**config.mk**
```make
export PLATFORM = sky130hd
export DESIGN_NAME = acs_sequencer
export DESIGN_NICKNAME = d
export VERILOG_FILES = /design/src/acs_sequencer.v
export VERILOG_INCLUDE_DIRS = /design/src /design/src/src
export SDC_FILE = /design/constraint.sdc
export NUM_CORES = 1
export LEC_CHECK = 0
export BUFFER_PORTS_ARGS = -buffer_cell sky130_fd_sc_hd__buf_2
export CORE_MARGIN = 3
export CORE_UTILIZATION = 40
export CTS_BUF_LIST = sky130_fd_sc_hd__clkbuf_16
export DETAILED_ROUTE_END_ITERATION = 6
export PLACE_DENSITY_LB_ADDON = 0.1
export SLEW_MARGIN = 15
export SYNTH_ARGS = -nofsm -noshare
export SYNTH_HDL_FRONTEND = slang
export SYNTH_SLANG_ARGS = --single-unit
export TNS_END_PERCENT = 20
```
**constraint.sdc**
```tcl
create_clock -name pclk -period 8.41 [get_ports pclk]
set_input_delay 1.682 -clock pclk [delete_from_list [all_inputs] [get_ports pclk]]
set_output_delay 1.682 -clock pclk [all_outputs]
set_load 0.05 [all_outputs]
```
**src/acs_defs.vh**
```
`ifndef ACS_DEFS_VH
`define ACS_DEFS_VH
// Register byte addresses
`define ACS_CTL_ADDR      16'h1030
`define ACS_OPT_ADDR      16'h1034
`define ACS_RES_BASE      16'h1040
`define ACS_RES_LAST      16'h105C
// Control/status field positions
`define ACS_CCF_BIT       7
`define ACS_EIGHT_CONVERSION_SELECT_BIT     6
`define ACS_SCAN_BIT      5
`define ACS_MULTI_CHANNEL_SELECT_BIT      4
// Option field positions
`define ACS_PU_BIT        0
`define ACS_CONVERSION_CLOCK_SELECT_BIT      1
`define ACS_DLY_BIT       2
// Reset values (documented reset is undefined; zero chosen)
`define ACS_CTL_RST       8'h00
`define ACS_OPT_RST       8'h00
// Cycles per conversion on the bus clock: 144 per group of four
`define ACS_GROUP_CYC     144
`define ACS_CONV_CYC      (`ACS_GROUP_CYC / 4)
`endif

```
**src/acs_sequencer.v**
```verilog
// Summary of operation
// - Single channel repeats the selected input
// - Single four: results to slots 5..8
// - Non-continuous halts after four or eight
// - Single four continuous wraps to slot 5
// - Single eight: results to slots 1..8
// - Single eight continuous wraps to slot 1
// - Multi channel converts a group of inputs
// - Multi four decodes only bits 3,2
// - Multi four single: group in slots 5..8
// - Multi four continuous cycles the group
// - Multi eight: input n to slot n+1
// - Multi eight ignores channel bits 3..0
// - Multi eight continuous wraps to slot 1
// - Complete flag after first full pass
// - Control write clears flag, aborts, restarts
// - Power enable gates converter power
// - Clock select: bus clock or RC
// - Bus clock mode samples on quiet phase
// - Stop/wait suspends, then resamples channel
// - Four conversions take 144 bus cycles (code: CONV_CYC plus one wait cycle each, at least 148)
// - Power off aborts running conversion
// - Result left aligned, low six zero
// - Result bytes: high eight, then two
`timescale 1ns/1ps
`include "acs_defs.vh"
module acs_sequencer #(
  parameter CONV_CYC = `ACS_CONV_CYC
) (
  input  wire        pclk,
  input  wire        presetn,
  input  wire        psel,
  input  wire        penable,
  input  wire        pwrite,
  input  wire [15:0] paddr,
  input  wire [31:0] pwdata,
  output wire        pready,
  output reg  [31:0] prdata,
  output wire        pslverr,
  input  wire        low_power_mode,
  output reg  [3:0]  conv_channel,
  output reg         conv_start,
  input  wire [9:0]  conv_result,
  input  wire        conv_done,
  output wire        analog_power_enable,
  output wire        conversion_clock_select,
  output wire        sample_quiet_phase,
  output wire        stop_exit_delay_enable,
  output wire        seq_busy
);

  localparam ST_IDLE = 2'b00;
  localparam ST_WAIT = 2'b01;
  localparam ST_CONV = 2'b10;
  localparam ST_HALT = 2'b11;

  reg [7:0]  ctl_r;
  reg [2:0]  opt_r;
  reg [1:0]  state_r;
  reg [2:0]  step_r;
  reg        wrapped_r;
  reg [7:0]  cyc_r;
  reg [9:0]  slot_r [0:7];
  reg        done_s1_r;
  reg        done_s2_r;
  reg        done_s3_r;
  reg  [9:0] res_hold_r;

  wire       wr    = psel & penable & pwrite;
  wire       rd    = psel & penable & ~pwrite;
  wire       ctl_wr = wr & (paddr == `ACS_CTL_ADDR);
  wire       opt_wr = wr & (paddr == `ACS_OPT_ADDR);
  wire       eight_conversion_select = ctl_r[`ACS_EIGHT_CONVERSION_SELECT_BIT];
  wire       scan  = ctl_r[`ACS_SCAN_BIT];
  wire       multi_channel_select  = ctl_r[`ACS_MULTI_CHANNEL_SELECT_BIT];
  wire       pwr   = opt_r[`ACS_PU_BIT];
  wire       rcsel = opt_r[`ACS_CONVERSION_CLOCK_SELECT_BIT];
  wire [2:0] last_step = eight_conversion_select ? 3'h7 : 3'h3;
  wire [2:0] slot_idx  = eight_conversion_select ? step_r : {1'b1, step_r[1:0]};

  assign pready = 1'b1;
  assign pslverr = 1'b0;
  assign analog_power_enable = pwr;
  assign conversion_clock_select = rcsel;
  assign stop_exit_delay_enable = opt_r[`ACS_DLY_BIT];
  assign seq_busy = (state_r == ST_WAIT) | (state_r == ST_CONV);
  // quiet phase: comparator sampled at slot cycle 2 on bus clock
  assign sample_quiet_phase = ~rcsel & (state_r == ST_CONV) & (cyc_r == 8'h02);

  // Channel for current step
  function [3:0] chan_of;
    input       f_multi_channel_select;
    input       f_eight_conversion_select;
    input [3:0] f_sel;
    input [2:0] f_step;
    begin
      if (!f_multi_channel_select)
        chan_of = f_sel;
      else if (f_eight_conversion_select)
        chan_of = {1'b0, f_step};
      else
        chan_of = {f_sel[3:2], f_step[1:0]};
    end
  endfunction

  // Done edge: synchronised in RC mode, direct in bus mode
  wire done_ev = rcsel ? (done_s2_r & ~done_s3_r) : conv_done;
  // Held result in RC mode; the core may drop its data before the sync edge
  wire [9:0] res_in = rcsel ? res_hold_r : conv_result;

  // two-flop sync, first flop only feeds second
  always @(posedge pclk or negedge presetn)
  begin
    if (!presetn)
    begin
      done_s1_r <= 1'b0;
      done_s2_r <= 1'b0;
      done_s3_r <= 1'b0;
      res_hold_r <= 10'h000;
    end
    else
    begin
      done_s1_r <= conv_done;
      done_s2_r <= done_s1_r;
      done_s3_r <= done_s2_r;
      if (conv_done)
        res_hold_r <= conv_result;
    end
  end

  // Option register
  always @(posedge pclk or negedge presetn)
  begin
    if (!presetn)
      opt_r <= 3'h0;
    else if (opt_wr)
      opt_r <= pwdata[2:0];
  end

  // Sequencer and control/status register
  always @(posedge pclk or negedge presetn)
  begin
    if (!presetn)
    begin
      ctl_r <= `ACS_CTL_RST;
      state_r <= ST_IDLE;
      step_r <= 3'h0;
      wrapped_r <= 1'b0;
      cyc_r <= 8'h00;
      conv_start <= 1'b0;
      conv_channel <= 4'h0;
    end
    else
    begin
      conv_start <= 1'b0;
      if (ctl_wr)
      begin
        ctl_r <= {1'b0, pwdata[6:0]};
        step_r <= 3'h0;
        wrapped_r <= 1'b0;
        state_r <= ST_WAIT;
      end
      else if (!pwr && seq_busy)
        state_r <= ST_HALT;
      else
      begin
        case (state_r)
          ST_WAIT:
          begin
            // held while suspended; resample on resume
            if (!low_power_mode && pwr)
            begin
              conv_channel <= chan_of(multi_channel_select, eight_conversion_select, ctl_r[3:0], step_r);
              conv_start <= 1'b1;
              cyc_r <= 8'h00;
              state_r <= ST_CONV;
            end
          end
          ST_CONV:
          begin
            cyc_r <= cyc_r + 8'h01;
            if (low_power_mode)
              state_r <= ST_WAIT;
            // bus mode paced to fixed slot length
            else if (done_ev && (rcsel || cyc_r >= CONV_CYC[7:0] - 8'h01))
            begin
              if (step_r == last_step)
              begin
                ctl_r[`ACS_CCF_BIT] <= 1'b1;
                wrapped_r <= 1'b1;
                step_r <= 3'h0;
                state_r <= scan ? ST_WAIT : ST_HALT;
              end
              else
              begin
                step_r <= step_r + 3'h1;
                state_r <= ST_WAIT;
              end
            end
          end
          ST_HALT:
            state_r <= ST_HALT;
          default:
            state_r <= ST_IDLE;
        endcase
      end
    end
  end

  // result written once per completed conversion
  always @(posedge pclk)
  begin
    if (state_r == ST_CONV && !ctl_wr && pwr && !low_power_mode && done_ev &&
        (rcsel || cyc_r >= CONV_CYC[7:0] - 8'h01))
      slot_r[slot_idx] <= res_in;
  end

  // Read mux; slots unwritten since reset read undefined, as on silicon
  wire [2:0] rd_slot = paddr[4:2];
  always @*
  begin
    prdata = 32'h0000_0000;
    if (rd && paddr == `ACS_CTL_ADDR)
      prdata = {24'h000000, ctl_r};
    else if (rd && paddr == `ACS_OPT_ADDR)
      prdata = {29'h0, opt_r};
    else if (rd && paddr >= `ACS_RES_BASE && paddr <= `ACS_RES_LAST && paddr[1:0] == 2'b00)
      // left aligned, bytes high then low
      prdata = {16'h0000, slot_r[rd_slot], 6'h00};
  end

endmodule
```
; ---- After elaboration in Yosys (flattened, before gate mapping)
; Memory sizes are Yosys's and may differ from the RTL's.
; Cells that the tools add are included.
[word_totals]
mem_bits_rw = 80
inputBits = 65
register_bits = 42
mem_count = 1
[memory_table]
columns = name, words, word_bits, read_ports, rd_clocked_by_memory_dff, wr, line
row1 = slot_r, 8, 10, 1, 0, 1, acs_sequencer.v:63  ; reg [9:0] slot_r [0:7];
[classes]
n_reduce_logical = 27
addsub = 2
eq_ne = 12
n_lt_le_gt_ge = 3
n_mux = 37
n_bitwise = 14
[op_table]
columns = cell, count
row1 = 16-bit 2-to-1 mux, 3
row2 = "16-bit by 13-bit equality test with 1-bit output, second input constant", 2
row3 = 3-bit 2-to-1 mux, 8
row4 = "16-bit by 13-bit greater-or-equal comparator with 1-bit output, second input constant", 1
row5 = "16-bit by 13-bit less-or-equal comparator with 1-bit output, second input constant", 1
row6 = 8-bit case mux with 2 select lines, 1
row7 = 2-bit 2-to-1 mux, 7
row8 = 1-bit logical AND, 13
row9 = 1-bit 2-to-1 mux, 13
row10 = 4-bit AND reduction, 3
row11 = 10-bit 2-to-1 mux, 1
row12 = "8-bit by 1-bit adder with 8-bit output, second input constant", 1
row13 = 1-bit AND, 8
row14 = "8-bit by 2-bit equality test with 1-bit output, second input constant", 1
row15 = "8-bit by 6-bit greater-or-equal comparator with 1-bit output, second input constant", 1
row16 = 4-bit 2-to-1 mux, 2
row17 = 8-bit 2-to-1 mux, 1
row18 = 2-bit nonzero test, 4
row19 = 2-bit case mux with 3 select lines, 1
row20 = "5-bit != test, second input constant", 1
row21 = 1-bit inverter, 5
row22 = 5-bit AND reduction, 1
row23 = "2-bit equality test, second input constant", 2
row24 = "2-bit by 1-bit != test with 1-bit output, second input constant", 2
row25 = other kinds (10), 12

; ---- Logic depth before layout (Yosys ltp)
[logic_depth]
depth_word = 11
depth_mapped = 8
depth_no_buf = 7

; ---- Least setup slack after synthesis
; OpenSTA, ideal clock, no wires.
[synth_timing]
kind = input port to output port
start = input paddr[8]
end = output prdata[6]
n_path_buf = 0
path_slack_ps = 3049
arrival_time_ps = 3679
cell_stages = 4
required_time_ps = 6728
path_cell_list = nor4_4 -> and4b_1 -> nand4b_1 -> o21ai_0
[synth_between]
elab_chain_cells = 7
word_cells_on_any_way = 12
[synth_lines]
columns = item, line
row1 = "start, declared", acs_sequencer.v:35  ; input wire [15:0] paddr,
row2 = 16-bit by 13-bit greater-or-equal comparator with 1-bit output (no source line), -
row3 = 1-bit logical AND (no source line) (2 in series), -
row4 = 1-bit logical AND, acs_sequencer.v:227  ; else if (rd && paddr >= `ACS_RES_BASE && paddr <= `ACS_RES_LAST && paddr[1:0] == 2'b00)
row5 = 16-bit 2-to-1 mux, acs_sequencer.v:227
row6 = 16-bit 2-to-1 mux, acs_sequencer.v:225  ; else if (rd && paddr == `ACS_OPT_ADDR)
row7 = 16-bit 2-to-1 mux (*), acs_sequencer.v:223  ; if (rd && paddr == `ACS_CTL_ADDR)
row8 = "end, declared", acs_sequencer.v:38  ; output reg [31:0] prdata,
; Every way passes the cells marked *; elsewhere a longest branch is shown, timed or not.

; ---- Final worst setup path
[layout_timing]
start = input paddr[8]
end = output prdata[10]
; The elaborated chain is that of the path after synthesis.

==> key figures <==
Setup path
  – Worst path max stage delay: 0.53 ns
  – R2R depth: 4
  – CP dominant cell by count: buf_2
  – CP Launch Point: paddr[8]
  – Worst path cell trace: buf_2, nor4_4, and4b_1, nand4b_1, nor2_1, buf_2
  – Delay-heaviest family, CP: simple AND/OR/NAND/NOR gates
  – Worst-path fanout max: 10
  – Req. time, crit path: 6.73 ns
  – Launch point of the worst reg-to-reg path: opt_r[1]
  – R2r endpoint: slot_r[1][8]
  – Crit Path Class: in -> out
  – Critical path depth: 6
  – CP bufs+invs: 2
  – Critical path arrival: 3.60 ns
  – Crit start category: input pin
  – Worst setup EP type: output pin
  – Worst path slowest cell: nand4b_1
  – R2R Setup Slk: 5.44 ns

STA
  – Minimum clock period: 5.286 ns
  – Setup TNS: 0 ns
  – Fmax: 189.2 MHz
  – Worst-margin pin slew: 1.081 ns
  – RSZ-0062 raised after global routing: false
  – Final Slew Violations: 0
  – Hold Violations, Final: 0
  – Clock Skews: 0.01997 ns
  – Rel. slew slack: 27.66%
  – Final period util: 62.86%
  – Final setup violating endpoints: 0

Global routing
  – Total gr overflow: 0
  – Global-route usage over all layers: 15.71%
  – First-pass GRT wire length: 18720 µm
  – Vias in the first global route: 3497
  – Largest net degree at the start of global routing: 43
  – Initial antenna violation count: 0

Clocking
  – H-tree depth: 4
  – Skew-Pair Late Insertion Delay: 0.41 ns
  – Clk root buf: clkbuf_16
  – Cts hold-fix bufs: 0
  – CTS tree: built
  – Cts repair resizes: 0
  – Post-CTS setup buffer count: 0
  – Clk pin slew, worst setup/hold paths: 0.06 ns
  – Clk buf depth: 2
  – CTS Buf Count: 17
  – TritonCTS Sinks: 122

Logic synthesis
  – YS warnings: 0
  – Post-Syn Area: 5600 µm²
  – Post-synth top flop: edfxtp_1
  – Synth unique cells: 59
  – Post-Synthesis Cells: 385
  – Yosys reg bits: 122
  – Syn_area_per_cell: 14.55 µm²
  – Asr flop ratio synth: 34.43%
  – Number of synthesized flops with an enable pin: 80
  – Post-synthesis sequential area ratio: 61.66%

Floorplanning
  – Chip width: 124.3 µm
  – Core Box Area: 13450 µm²
  – Die area: 15460 µm²
  – Starting Density: 41.63%
  – I/O pin total: 109
  – Site Rows: 42
  – Die Span Y: 124.3 µm

Worst hold path
  – Worst hold endpoint: done_s2_r
  – Hold Crit Class: reg -> reg
  – Hold path depth: 0
  – Hold Crit Start: done_s1_r

Power and ir drop
  – Logic pwr share: 11.3%
  – VDD IR max: 0.1199 mV
  – Sequential power share: 42.6%
  – Switching Share: 25.28%
  – Clock Power Share: 46.1%
  – Total power: 0.001580 W
  – P_int: 0.001181 W
  – Leakage: 2.653 nW
  – P per Cell Area: 237.4 nW/µm²
  – Net switching power: 0.0003994 W

Detailed routing
  – Drt pass-1 iters: 4
  – DRT Wirelength: 11470 µm
  – Vias/cell: 5.172
  – Via count: 3336
  – Drc violations: 0
  – Post-DRT Antenna Nets: 0
  – DRT iter0 DRCs: 166
  – Routed len/inst: 17.78 µm

Layout
  – Layout Utilization: 49.46%
  – Layout Cells excl Fill: 645
  – Fin nets: 529
  – Synth-to-layout area growth: 18.81%
  – Proportion of layout cells with a drive suffix above 1: 33.90%
  – Antenna fix cells: 0

Run status
  – Status: completed

Job
  – MaxCap Viol Count: 0

Placement
  – Placed insts: 613
  – Routability cong.: 0.7691
  – I/O Buffers: 65
  – Detailed Place HPWL: 7554 µm
-- synthesized netlist by cell type (all sizes together), types with 3 or more instances --
cell type  number  area share [%]
nand2          39             2.7
mux4           20             8.0
nand4           3            0.56
nor2           24             1.6
or2             4            0.45
nand3           6            0.54
inv             9            0.60
mux2           27             5.4
buf            25             3.3
dfrtp          42              19
nand4b          3            0.58
o31ai           3            0.49
clkbuf          8            0.54
edfxtp         80              43
or3             3            0.34
and2            3            0.34
nor4b           3            0.74
mux2i          15             2.7
nor4            6             1.0
ha              8             1.8
o21ai          13             1.2
nor3            9             1.0
a21oi           3            0.27
-- sequential cells by signal, summed over array words and instances, names as in the netlist --
register      flops
conv_channel      4
conv_start        1
ctl_r             8
cyc_r             8
done_s1_r         1
done_s2_r         1
done_s3_r         1
opt_r             3
res_hold_r       10
slot_r           80
state_r           2
step_r            3
-- logic make-up (layout without fill, tap and decap cells) --
logic type / after synthesis / after routing / share of synthesized area (%)
compound gates: 32 / 32 / 3.954
fa+ha+maj: 8 / 8 / 1.787
buf+inv: 42 / 110 / 4.401
flops: 122 / 122 / 61.66
mux: 62 / 62 / 16.15
other cells: 2 / 18 / 0.1341
simple gates: 117 / 117 / 11.91
-- final cells by class --
cell class	count	area, µm²
Clock buffer	17	425.4
Clock inverter	15	175.2
Fill cell	1172	6799
Inverter	9	33.78
Multi-Input combinational cell	237	1991
Sequential cell	122	3453
Tap cell	176	220.2
Timing Repair Buffer	69	355.3
-- power by group through the flow --
stage          sequential [W]  clock [W]  combinational (W)
6_report             0.000673   0.000728           0.000179
4_1_cts              0.000673   0.000744           0.000182
3_5_place_dp         0.000685          0           0.000181
2_1_floorplan        0.000684          0           0.000142
3_3_place_gp         0.000684          0           0.000178
5_1_grt              0.000676   0.000770           0.000197
-- metal layers --
metal  vias up  track usage, %  part of all wire [%]
met5         -               0                     0
met4         0           4.642                  0.70
met3         4           4.846                   5.9
met2        94           24.75                    50
met1      1668           21.09                    44
li1       1570               -                     -
-- through the flow --
step,setup WS [ns],area [µm²],hold slack (ns)
2_1_floorplan,3.049,5660,0.3312
3_3_place_gp,3.054,6053,0.3334
3_5_place_dp,3.048,6053,0.3355
4_1_cts,3.039,6654,0.3485
5_1_grt,2.932,6654,0.3511
6_report,3.124,6654,0.3475
-- worst max-delay path by stage --
stage,to,slack (ns)
floorplan,prdata[6],3.05
global placement,prdata[10],3.05
detailed placement,prdata[10],3.05
CTS,prdata[10],3.04
global route,prdata[10],2.93
finish,prdata[10],3.12
-- cells in the final DEF, fill, tap and decap left out, types with 10 or more instances in the layout --
cell type / Yosys / final
edfxtp_1: 80 / 80
buf_2: 2 / 65
dfrtp_1: 42 / 42
nand2_1: 38 / 38
mux2_2: 27 / 27
nor2_1: 24 / 24
mux4_2: 20 / 20
conb_1: 2 / 18
clkbuf_16: 0 / 17
mux2i_1: 15 / 15
o21ai_0: 12 / 12
inv_1: 9 / 10
No activity file was read; power rests on OpenSTA's default activity.
